==> src/rtl/ger_consts.svh <==
// Offsets, field positions, reset values and bus codes of the event router
`ifndef GER_CONSTS_SVH
`define GER_CONSTS_SVH

`define GER_ADDR_W          12
`define GER_DATA_W          32
`define GER_NPORTS          3

`define GER_CTL_OFFSET      12'h0450
`define GER_STS_OFFSET      12'h0454

`define GER_POL_BIT         0
`define GER_P1_BIT          1
`define GER_P6_BIT          6
`define GER_P7_BIT          7

`define GER_CTL_RESET       32'h0000_0000
`define GER_STS_RESET       32'h0000_0000
`define GER_POL_RESET       1'h0
`define GER_EN_RESET        3'h0

`define GER_RESP_OKAY       2'h0
`define GER_RESP_SLVERR     2'h2

`endif

==> src/rtl/ger_pkg.sv <==
// Types shared by the event router and its register slave
package ger_pkg;

    typedef struct packed {
        logic        polarity_r;
        logic [2:0]  reroute_en_r;
        logic [2:0]  event_active_r;
        logic        shared_event_out_r;
        logic        shared_event_oe_r;
        logic [2:0]  std_notify_r;
    } ger_main_t;

    typedef struct packed {
        logic        awready_r;
        logic        wready_r;
        logic        aw_full_r;
        logic        w_full_r;
        logic [11:0] awaddr_r;
        logic [31:0] wdata_r;
        logic [3:0]  wstrb_r;
        logic        bvalid_r;
        logic [1:0]  bresp_r;
        logic        arready_r;
        logic        rvalid_r;
        logic [31:0] rdata_r;
        logic [1:0]  rresp_r;
    } ger_axil_t;

endpackage

==> src/rtl/ger_axil_slave.sv <==
// AXI4-Lite slave front end for the event router registers
`include "ger_consts.svh"

module ger_axil_slave (
    input  wire logic        aclk,
    input  wire logic        aresetn,
    input  wire logic [11:0] awaddr,
    input  wire logic        awvalid,
    output logic             awready,
    input  wire logic [31:0] wdata,
    input  wire logic [3:0]  wstrb,
    input  wire logic        wvalid,
    output logic             wready,
    output logic [1:0]       bresp,
    output logic             bvalid,
    input  wire logic        bready,
    input  wire logic        arvalid,
    output logic             arready,
    output logic [31:0]      rdata,
    output logic [1:0]       rresp,
    output logic             rvalid,
    input  wire logic        rready,
    output logic             wr_fire,
    output logic [11:0]      wr_addr,
    output logic [31:0]      wr_data,
    output logic [3:0]       wr_strb,
    input  wire logic        wr_err,
    input  wire logic [31:0] rd_data,
    input  wire logic        rd_err
);

    ger_pkg::ger_axil_t s_r;
    ger_pkg::ger_axil_t s_nxt;

    assign wr_fire = s_r.aw_full_r & s_r.w_full_r & ~s_r.bvalid_r;
    assign wr_addr = s_r.awaddr_r;
    assign wr_data = s_r.wdata_r;
    assign wr_strb = s_r.wstrb_r;

    always_comb begin
        s_nxt = s_r;
        if (awvalid && s_r.awready_r) begin
            s_nxt.aw_full_r = 1'b1;
            s_nxt.awaddr_r  = awaddr;
        end
        if (wvalid && s_r.wready_r) begin
            s_nxt.w_full_r = 1'b1;
            s_nxt.wdata_r  = wdata;
            s_nxt.wstrb_r  = wstrb;
        end
        if (wr_fire) begin
            s_nxt.aw_full_r = 1'b0;
            s_nxt.w_full_r  = 1'b0;
            s_nxt.bvalid_r  = 1'b1;
            s_nxt.bresp_r   = wr_err ? `GER_RESP_SLVERR : `GER_RESP_OKAY;
        end
        if (s_r.bvalid_r && bready) begin
            s_nxt.bvalid_r = 1'b0;
        end
        // Stall new writes until the response is gone
        s_nxt.awready_r = ~s_nxt.aw_full_r & ~s_nxt.bvalid_r;
        s_nxt.wready_r  = ~s_nxt.w_full_r & ~s_nxt.bvalid_r;
        if (arvalid && s_r.arready_r) begin
            s_nxt.arready_r = 1'b0;
            s_nxt.rvalid_r  = 1'b1;
            s_nxt.rdata_r   = rd_data;
            s_nxt.rresp_r   = rd_err ? `GER_RESP_SLVERR : `GER_RESP_OKAY;
        end
        if (s_r.rvalid_r && rready) begin
            s_nxt.rvalid_r  = 1'b0;
            s_nxt.arready_r = 1'b1;
        end
    end

    always_ff @(posedge aclk) begin
        if (!aresetn) begin
            s_r           <= '0;
            s_r.awready_r <= 1'b1;
            s_r.wready_r  <= 1'b1;
            s_r.arready_r <= 1'b1;
        end else begin
            s_r <= s_nxt;
        end
    end

    assign awready = s_r.awready_r;
    assign wready  = s_r.wready_r;
    assign bvalid  = s_r.bvalid_r;
    assign bresp   = s_r.bresp_r;
    assign arready = s_r.arready_r;
    assign rvalid  = s_r.rvalid_r;
    assign rdata   = s_r.rdata_r;
    assign rresp   = s_r.rresp_r;

endmodule

==> src/rtl/ger_top.sv <==
// General purpose event router: reroutes hot-plug notifications to GPIO 7
//
// How it works
// RULE1 - One polarity bit for all ports; clear drives active low, set high.
// RULE2 - Enable bits 1, 6, 7 suppress that port's INTx/MSI/PME, use pin.
// RULE3 - Shared event drives GPIO 7 only when its alternate function is on.
// RULE4 - Status bits 1, 6, 7 read one while that port signals on the pin.
// RULE5 - Status bit never sets while the port's enable bit is clear.
// RULE6 - Pin asserted while any enabled port has a pending rerouted event.
//
// Port index 0, 1, 2 on the vector ports stands for switch ports 1, 6, 7.
//
// Local design decision: the AXI4-Lite interface to the registers.
`include "ger_consts.svh"

module ger_top (
    input  wire logic        aclk,
    input  wire logic        aresetn,
    // AXI4-Lite register port
    input  wire logic [11:0] s_axi_awaddr,
    input  wire logic        s_axi_awvalid,
    output logic             s_axi_awready,
    input  wire logic [31:0] s_axi_wdata,
    input  wire logic [3:0]  s_axi_wstrb,
    input  wire logic        s_axi_wvalid,
    output logic             s_axi_wready,
    output logic [1:0]       s_axi_bresp,
    output logic             s_axi_bvalid,
    input  wire logic        s_axi_bready,
    input  wire logic [11:0] s_axi_araddr,
    input  wire logic        s_axi_arvalid,
    output logic             s_axi_arready,
    output logic [31:0]      s_axi_rdata,
    output logic [1:0]       s_axi_rresp,
    output logic             s_axi_rvalid,
    input  wire logic        s_axi_rready,
    // Hot-plug controllers of ports 1, 6, 7 (core clock)
    input  wire logic [2:0]  hp_event_pending,
    // Standard INTx/MSI/PME requests passed on to the port logic
    output logic [2:0]       std_notify_req,
    // GPIO 7 function select from the GPIO block (core clock)
    input  wire logic        gpio7_alt_sel,
    output logic             gpio7_alt_o,
    output logic             gpio7_alt_oe
);

    localparam int PORT_BIT [3] = '{`GER_P1_BIT, `GER_P6_BIT, `GER_P7_BIT};

    ger_pkg::ger_main_t st_r;
    ger_pkg::ger_main_t st_nxt;

    logic        wr_fire;
    logic [11:0] wr_addr;
    logic [31:0] wr_data;
    logic [3:0]  wr_strb;
    logic        wr_err;
    logic [31:0] rd_data;
    logic        rd_err;
    logic [31:0] ctl_word;
    logic [31:0] sts_word;
    logic [2:0]  en_from_bus;
    logic [2:0]  active_nxt;
    logic [2:0]  std_nxt;
    logic        any_active;

    ger_axil_slave u_axil (
        .aclk    (aclk),
        .aresetn (aresetn),
        .awaddr  (s_axi_awaddr),
        .awvalid (s_axi_awvalid),
        .awready (s_axi_awready),
        .wdata   (s_axi_wdata),
        .wstrb   (s_axi_wstrb),
        .wvalid  (s_axi_wvalid),
        .wready  (s_axi_wready),
        .bresp   (s_axi_bresp),
        .bvalid  (s_axi_bvalid),
        .bready  (s_axi_bready),
        .arvalid (s_axi_arvalid),
        .arready (s_axi_arready),
        .rdata   (s_axi_rdata),
        .rresp   (s_axi_rresp),
        .rvalid  (s_axi_rvalid),
        .rready  (s_axi_rready),
        .wr_fire (wr_fire),
        .wr_addr (wr_addr),
        .wr_data (wr_data),
        .wr_strb (wr_strb),
        .wr_err  (wr_err),
        .rd_data (rd_data),
        .rd_err  (rd_err)
    );

    // Register images; reserved bits read zero
    always_comb begin
        ctl_word = `GER_CTL_RESET;
        sts_word = `GER_STS_RESET;
        ctl_word[`GER_POL_BIT] = st_r.polarity_r;
        for (int i = 0; i < `GER_NPORTS; i++) begin
            ctl_word[PORT_BIT[i]] = st_r.reroute_en_r[i];
            sts_word[PORT_BIT[i]] = st_r.event_active_r[i];
        end
    end

    // Read decode on the word address, low two bits ignored
    always_comb begin
        rd_data = '0;
        rd_err  = 1'b0;
        case ({s_axi_araddr[11:2], 2'h0})
            `GER_CTL_OFFSET: rd_data = ctl_word;
            `GER_STS_OFFSET: rd_data = sts_word;
            default:         rd_err  = 1'b1;
        endcase
    end

    // Status register is read-only; writes to it are accepted and dropped
    always_comb begin
        case ({wr_addr[11:2], 2'h0})
            `GER_CTL_OFFSET: wr_err = 1'b0;
            `GER_STS_OFFSET: wr_err = 1'b0;
            default:         wr_err = 1'b1;
        endcase
    end

    // Per-port routing, enables as they stand after this cycle's write
    genvar g;
    generate
        for (g = 0; g < `GER_NPORTS; g++) begin : g_port
            assign en_from_bus[g] = wr_data[PORT_BIT[g]];
            // Gate status by the enable so it can never set when disabled
            assign active_nxt[g] = hp_event_pending[g] &
                                   st_nxt.reroute_en_r[g]; // RULE4 RULE5
            // Standard notification only for ports not rerouted
            assign std_nxt[g] = hp_event_pending[g] &
                                ~st_nxt.reroute_en_r[g]; // RULE2
        end
    endgenerate

    assign any_active = |active_nxt; // RULE6

    always_comb begin
        st_nxt = st_r;
        if (wr_fire && wr_strb[0] &&
            ({wr_addr[11:2], 2'h0} == `GER_CTL_OFFSET)) begin
            st_nxt.polarity_r   = wr_data[`GER_POL_BIT]; // RULE1
            st_nxt.reroute_en_r = en_from_bus; // RULE2
        end
    end

    // Second stage: the outputs follow the updated control image
    ger_pkg::ger_main_t st_fin;
    always_comb begin
        st_fin = st_nxt;
        st_fin.event_active_r = active_nxt;
        st_fin.std_notify_r   = std_nxt;
        // Inactive level is the inverse of the asserted level
        st_fin.shared_event_out_r = any_active ~^ st_nxt.polarity_r; // RULE1
        // Pin is left to the GPIO block unless routed to this function
        st_fin.shared_event_oe_r  = gpio7_alt_sel; // RULE3
    end

    always_ff @(posedge aclk) begin
        if (!aresetn) begin
            st_r                    <= '0;
            st_r.polarity_r         <= `GER_POL_RESET;
            st_r.reroute_en_r       <= `GER_EN_RESET;
            // Deasserted, active-low default
            st_r.shared_event_out_r <= ~`GER_POL_RESET;
        end else begin
            st_r <= st_fin;
        end
    end

    assign std_notify_req = st_r.std_notify_r;
    assign gpio7_alt_o    = st_r.shared_event_out_r;
    assign gpio7_alt_oe   = st_r.shared_event_oe_r; // RULE3

endmodule

==> config.mk <==
export PLATFORM = sky130hd
export DESIGN_NAME = ger_top
export DESIGN_NICKNAME = d
export VERILOG_FILES = /design/src/rtl/ger_pkg.sv /design/src/rtl/ger_axil_slave.sv /design/src/rtl/ger_top.sv
export VERILOG_INCLUDE_DIRS = /design/src /design/src/rtl
export SDC_FILE = /design/constraint.sdc
export NUM_CORES = 1
export LEC_CHECK = 0
export BUFFER_PORTS_ARGS = -buffer_cell sky130_fd_sc_hd__buf_4
export CAP_MARGIN = 20
export CORE_UTILIZATION = 38
export DETAILED_ROUTE_END_ITERATION = 10
export PLACE_DENSITY_LB_ADDON = 0.3
export SLEW_MARGIN = 5
export SYNTH_ARGS = -nofsm -noshare
export SYNTH_HDL_FRONTEND = slang
export SYNTH_SLANG_ARGS = --single-unit
==> constraint.sdc <==
create_clock -name aclk -period 1.4 [get_ports aclk]
set_clock_uncertainty 0.15 [all_clocks]
set_input_delay 0.14 -clock aclk [delete_from_list [all_inputs] [get_ports aclk]]
set_output_delay 0.14 -clock aclk [all_outputs]
set_load 0.01 [all_outputs]
==> impl_metrics.ini <==
[placement]
pre_cts_slack_ns = -0.127
port_buffers = 51
dp_hpwl_um = 2400
routabilityCongestion = 0.713

[yosys]
synth-simple-area-share_pct = 24.0
syn_area_um2 = 1840
synthXorXnorAreaFrac_pct = 0.950
yosysUniqueCellTypes = 30
synth_compound_area_share_pct = 9.37
yosysWarnings = 0
ys_ff_latch = 40
netlist_instances = 202
synthMuxAreaShare_pct = 4.89
synthAdderAreaFrac_pct = 0
synth_area_per_cell_um2 = 9.12
synth_top_family_by_area = simple AND/OR/NAND/NOR gates
ys_seq_area_share_pct = 43.4

[finish]
ff_latch_area_um2 = 803
area_growth_pct = 37.1
n_antenna_cell = 0
multi_input_area_um2 = 861
final_layout_size_suffix_gt1_share_pct = 28.9
nFillCells = 431
utilization_pct = 56.1
final_nets = 347

[sta]
rsz0062_at_grt = true
fin_crit_ns = 1.55
hold_viol = 0
finalCritPeriodShare_pct = 110
final-setup-viol-count = 10
setup-tns-final_ns = -0.893
fin_ws_ns = -0.146
slew_viol_final = 0
max_freq_mhz = 647

[pwr]
powerDensity_nw_per_um2 = 1030
ir_worst_vdd_v = 0.000667
p_leak_nw = 1.16
power.total_mw = 2.60

[critical_path]
cp_max_fo = 5
setup.worst_path.start_class = flip-flop
r2r_cells = 4
crit_required_ns = 1.49
r2r_end = std_notify_req[2]
path_class = reg -> reg
worstReg2RegStart = u_axil.wr_addr[8]
cp_data_arrival_time_ns = 1.63
end_kind = flip-flop
reg2reg_slack_ns = -0.15

[floorplanning]
boundaryPins = 117
die_area_um2 = 5130
die_x_um = 71.6
start_util_pct = 40.9
dieHeight_um = 71.6
rows = 24
core_area_um2 = 4500

[routing]
dr.pass1.iters = 4
ant_nets = 0
wl_per_cell_um = 10.2
drc = 0
vias = 1442
first_iter_violations = 64
vias_per_cell = 4.38
wirelength_um = 3370

[clock_tree]
clkLatencyLatePin_ns = 0.29
cts_tree = done
htreeDepth = 2
cts.sinks = 40
clockRootBuffer = clkbuf_8
path_clk_slew_ns = 0.08
clk_path_buf_depth = 2
cts_buffers = 5

[worst_hold_path]
hold_path_depth = 3
min_path_type = in -> reg
hp-start = s_axi_araddr[2]
hold-path-endpoint = u_axil.rdata[0]

[global_routing]
grt_max_degree = 30
grt_pass1_wl_um = 5510
grt-ovfl-total = 0
grt_usage_pct = 13.5
antenna_found_initial = 0
grt_pass1_vias = 1276

[outcome]
status = finished with violations
violations = setup timing

[run]
cap_violations = 0
metrics by stage:
step                hold WS [ns]  cells  instance area (um2)
detailed placement         0.216    297                 2140
floorplan                  0.104    231                 1950
CTS                       0.0223    328                 2510
global route              0.0386    329                 2530
finish                    0.0281    329                 2530
global placement           0.202    297                 2140
flip-flops by register name (all words and copies together) (netlist names):
signal and cells:
u_axil.wready 1, u_axil.s_r 2, std_notify_req 3, u_axil.rdata 4
st_nxt 3, u_axil.bvalid 1, u_axil.wr_strb 1, u_axil.wr_addr 10
u_axil.arready 1, u_axil.bresp 1, u_axil.wr_data 4, ctl_word 4
gpio7_alt_oe 1, u_axil.rvalid 1, u_axil.awready 1, gpio7_alt_o 1
u_axil.rresp 1
worst max-delay path by stage:
stage               cells past startpoint  slack (ns)         startpoint                 to
finish                                  4       -0.15  u_axil.wr_addr[8]  std_notify_req[2]
detailed placement                      4       -0.13  u_axil.wr_addr[8]  std_notify_req[2]
global route                            4       -0.22  u_axil.wr_addr[8]  std_notify_req[2]
global placement                        4       -0.12  u_axil.wr_addr[8]  std_notify_req[2]
floorplan                               4       -0.01  u_axil.wr_addr[8]  std_notify_req[0]
CTS                                     4       -0.12  u_axil.wr_addr[8]  std_notify_req[2]
final cells by class:
class	instances	share of cell area [%]
Sequential cell	40	31.8
Clock buffer	6	3.27
Multi-Input combinational cell	146	34.1
Inverter	1	0.149
Tap cell	52	2.57
Clock inverter	2	1.53
Timing Repair Buffer	82	26.6
cell usage in the layout, fill, tap and decap left out, types with 3 or more instances in the layout:
cell           instances
and2_1                 6
buf_4                 59
dlygate4sd3_1         23
mux2i_1                6
nand2_1               42
conb_1                30
and3_1                 4
dfxtp_1               38
clkbuf_8               6
o21ai_0                4
nand2b_1               3
a21boi_0              15
nor2b_1                5
nor2_1                 8
Yosys cell counts, drive strengths merged:
cell / number / share of area, %
nand2b: 3 / 1.0
clkbuf: 5 / 1.0
or3b: 1 / 0.48
xor2: 2 / 0.95
nand2: 42 / 8.6
buf: 39 / 16
mux2i: 9 / 4.9
and3: 4 / 1.4
and2: 6 / 2.0
a21boi: 16 / 6.5
o21a: 1 / 0.41
o21ai: 4 / 1.1
dfxtp: 40 / 43
conb: 1 / 0.20
nand4: 2 / 1.5
a21oi: 1 / 0.27
and4b: 2 / 1.2
nor3b: 1 / 0.68
nand3: 1 / 0.27
and4bb: 1 / 0.68
nor2b: 5 / 1.7
and3b: 1 / 0.48
nor2: 10 / 2.0
a222oi: 2 / 1.1
inv: 1 / 0.20
nor4b: 2 / 2.1
where the power goes:
group | switching (mW) | internal (mW) | leakage, nW | total [mW]
registers | 0.0375 | 1.20 | 0.328 | 1.24
logic | 0.174 | 0.210 | 0.774 | 0.384
clock network | 0.401 | 0.583 | 0.0614 | 0.984
total | 0.613 | 1.99 | 1.16 | 2.60
routing by layer:
| layer | vias to the layer above | track usage, % | wire (um) |
|---|---|---|---|
| met1 | 632 | 16.6 | 1540 |
| met2 | 56 | 22.0 | 1530 |
| met4 | 0 | 4.58 | 37 |
| li1 | 748 | - | - |
| met3 | 6 | 4.78 | 260 |
| met5 | - | 0 | 0 |
timing repair:
action | 4_1_cts | 5_1_grt
gates resized for setup | 3 | 3
endpoints found under the setup margin | 11 | 16
pin swaps | 5 | 6
buffers inserted | 0 | 1
hold buffers | 23 | 0
endpoints found under the hold margin | 25 | 0
worst max-delay path, stage by stage, from the launching register on:
cell and delay (ns):
dfxtp_2 0.34, nor4b_4 0.32, nand4_4 0.22, mux2i_2 0.27, and3_1 0.18
kinds of logic after synthesis:
family / count (synthesis)
AND/OR/NAND/NOR: 81
buffers and inverters: 45
flip-flops: 40
AO/OA/AOI/OAI: 24
multiplexers: 9
XOR/XNOR: 2
other: 1
Note: power is estimated with default switching activity, not from simulation.
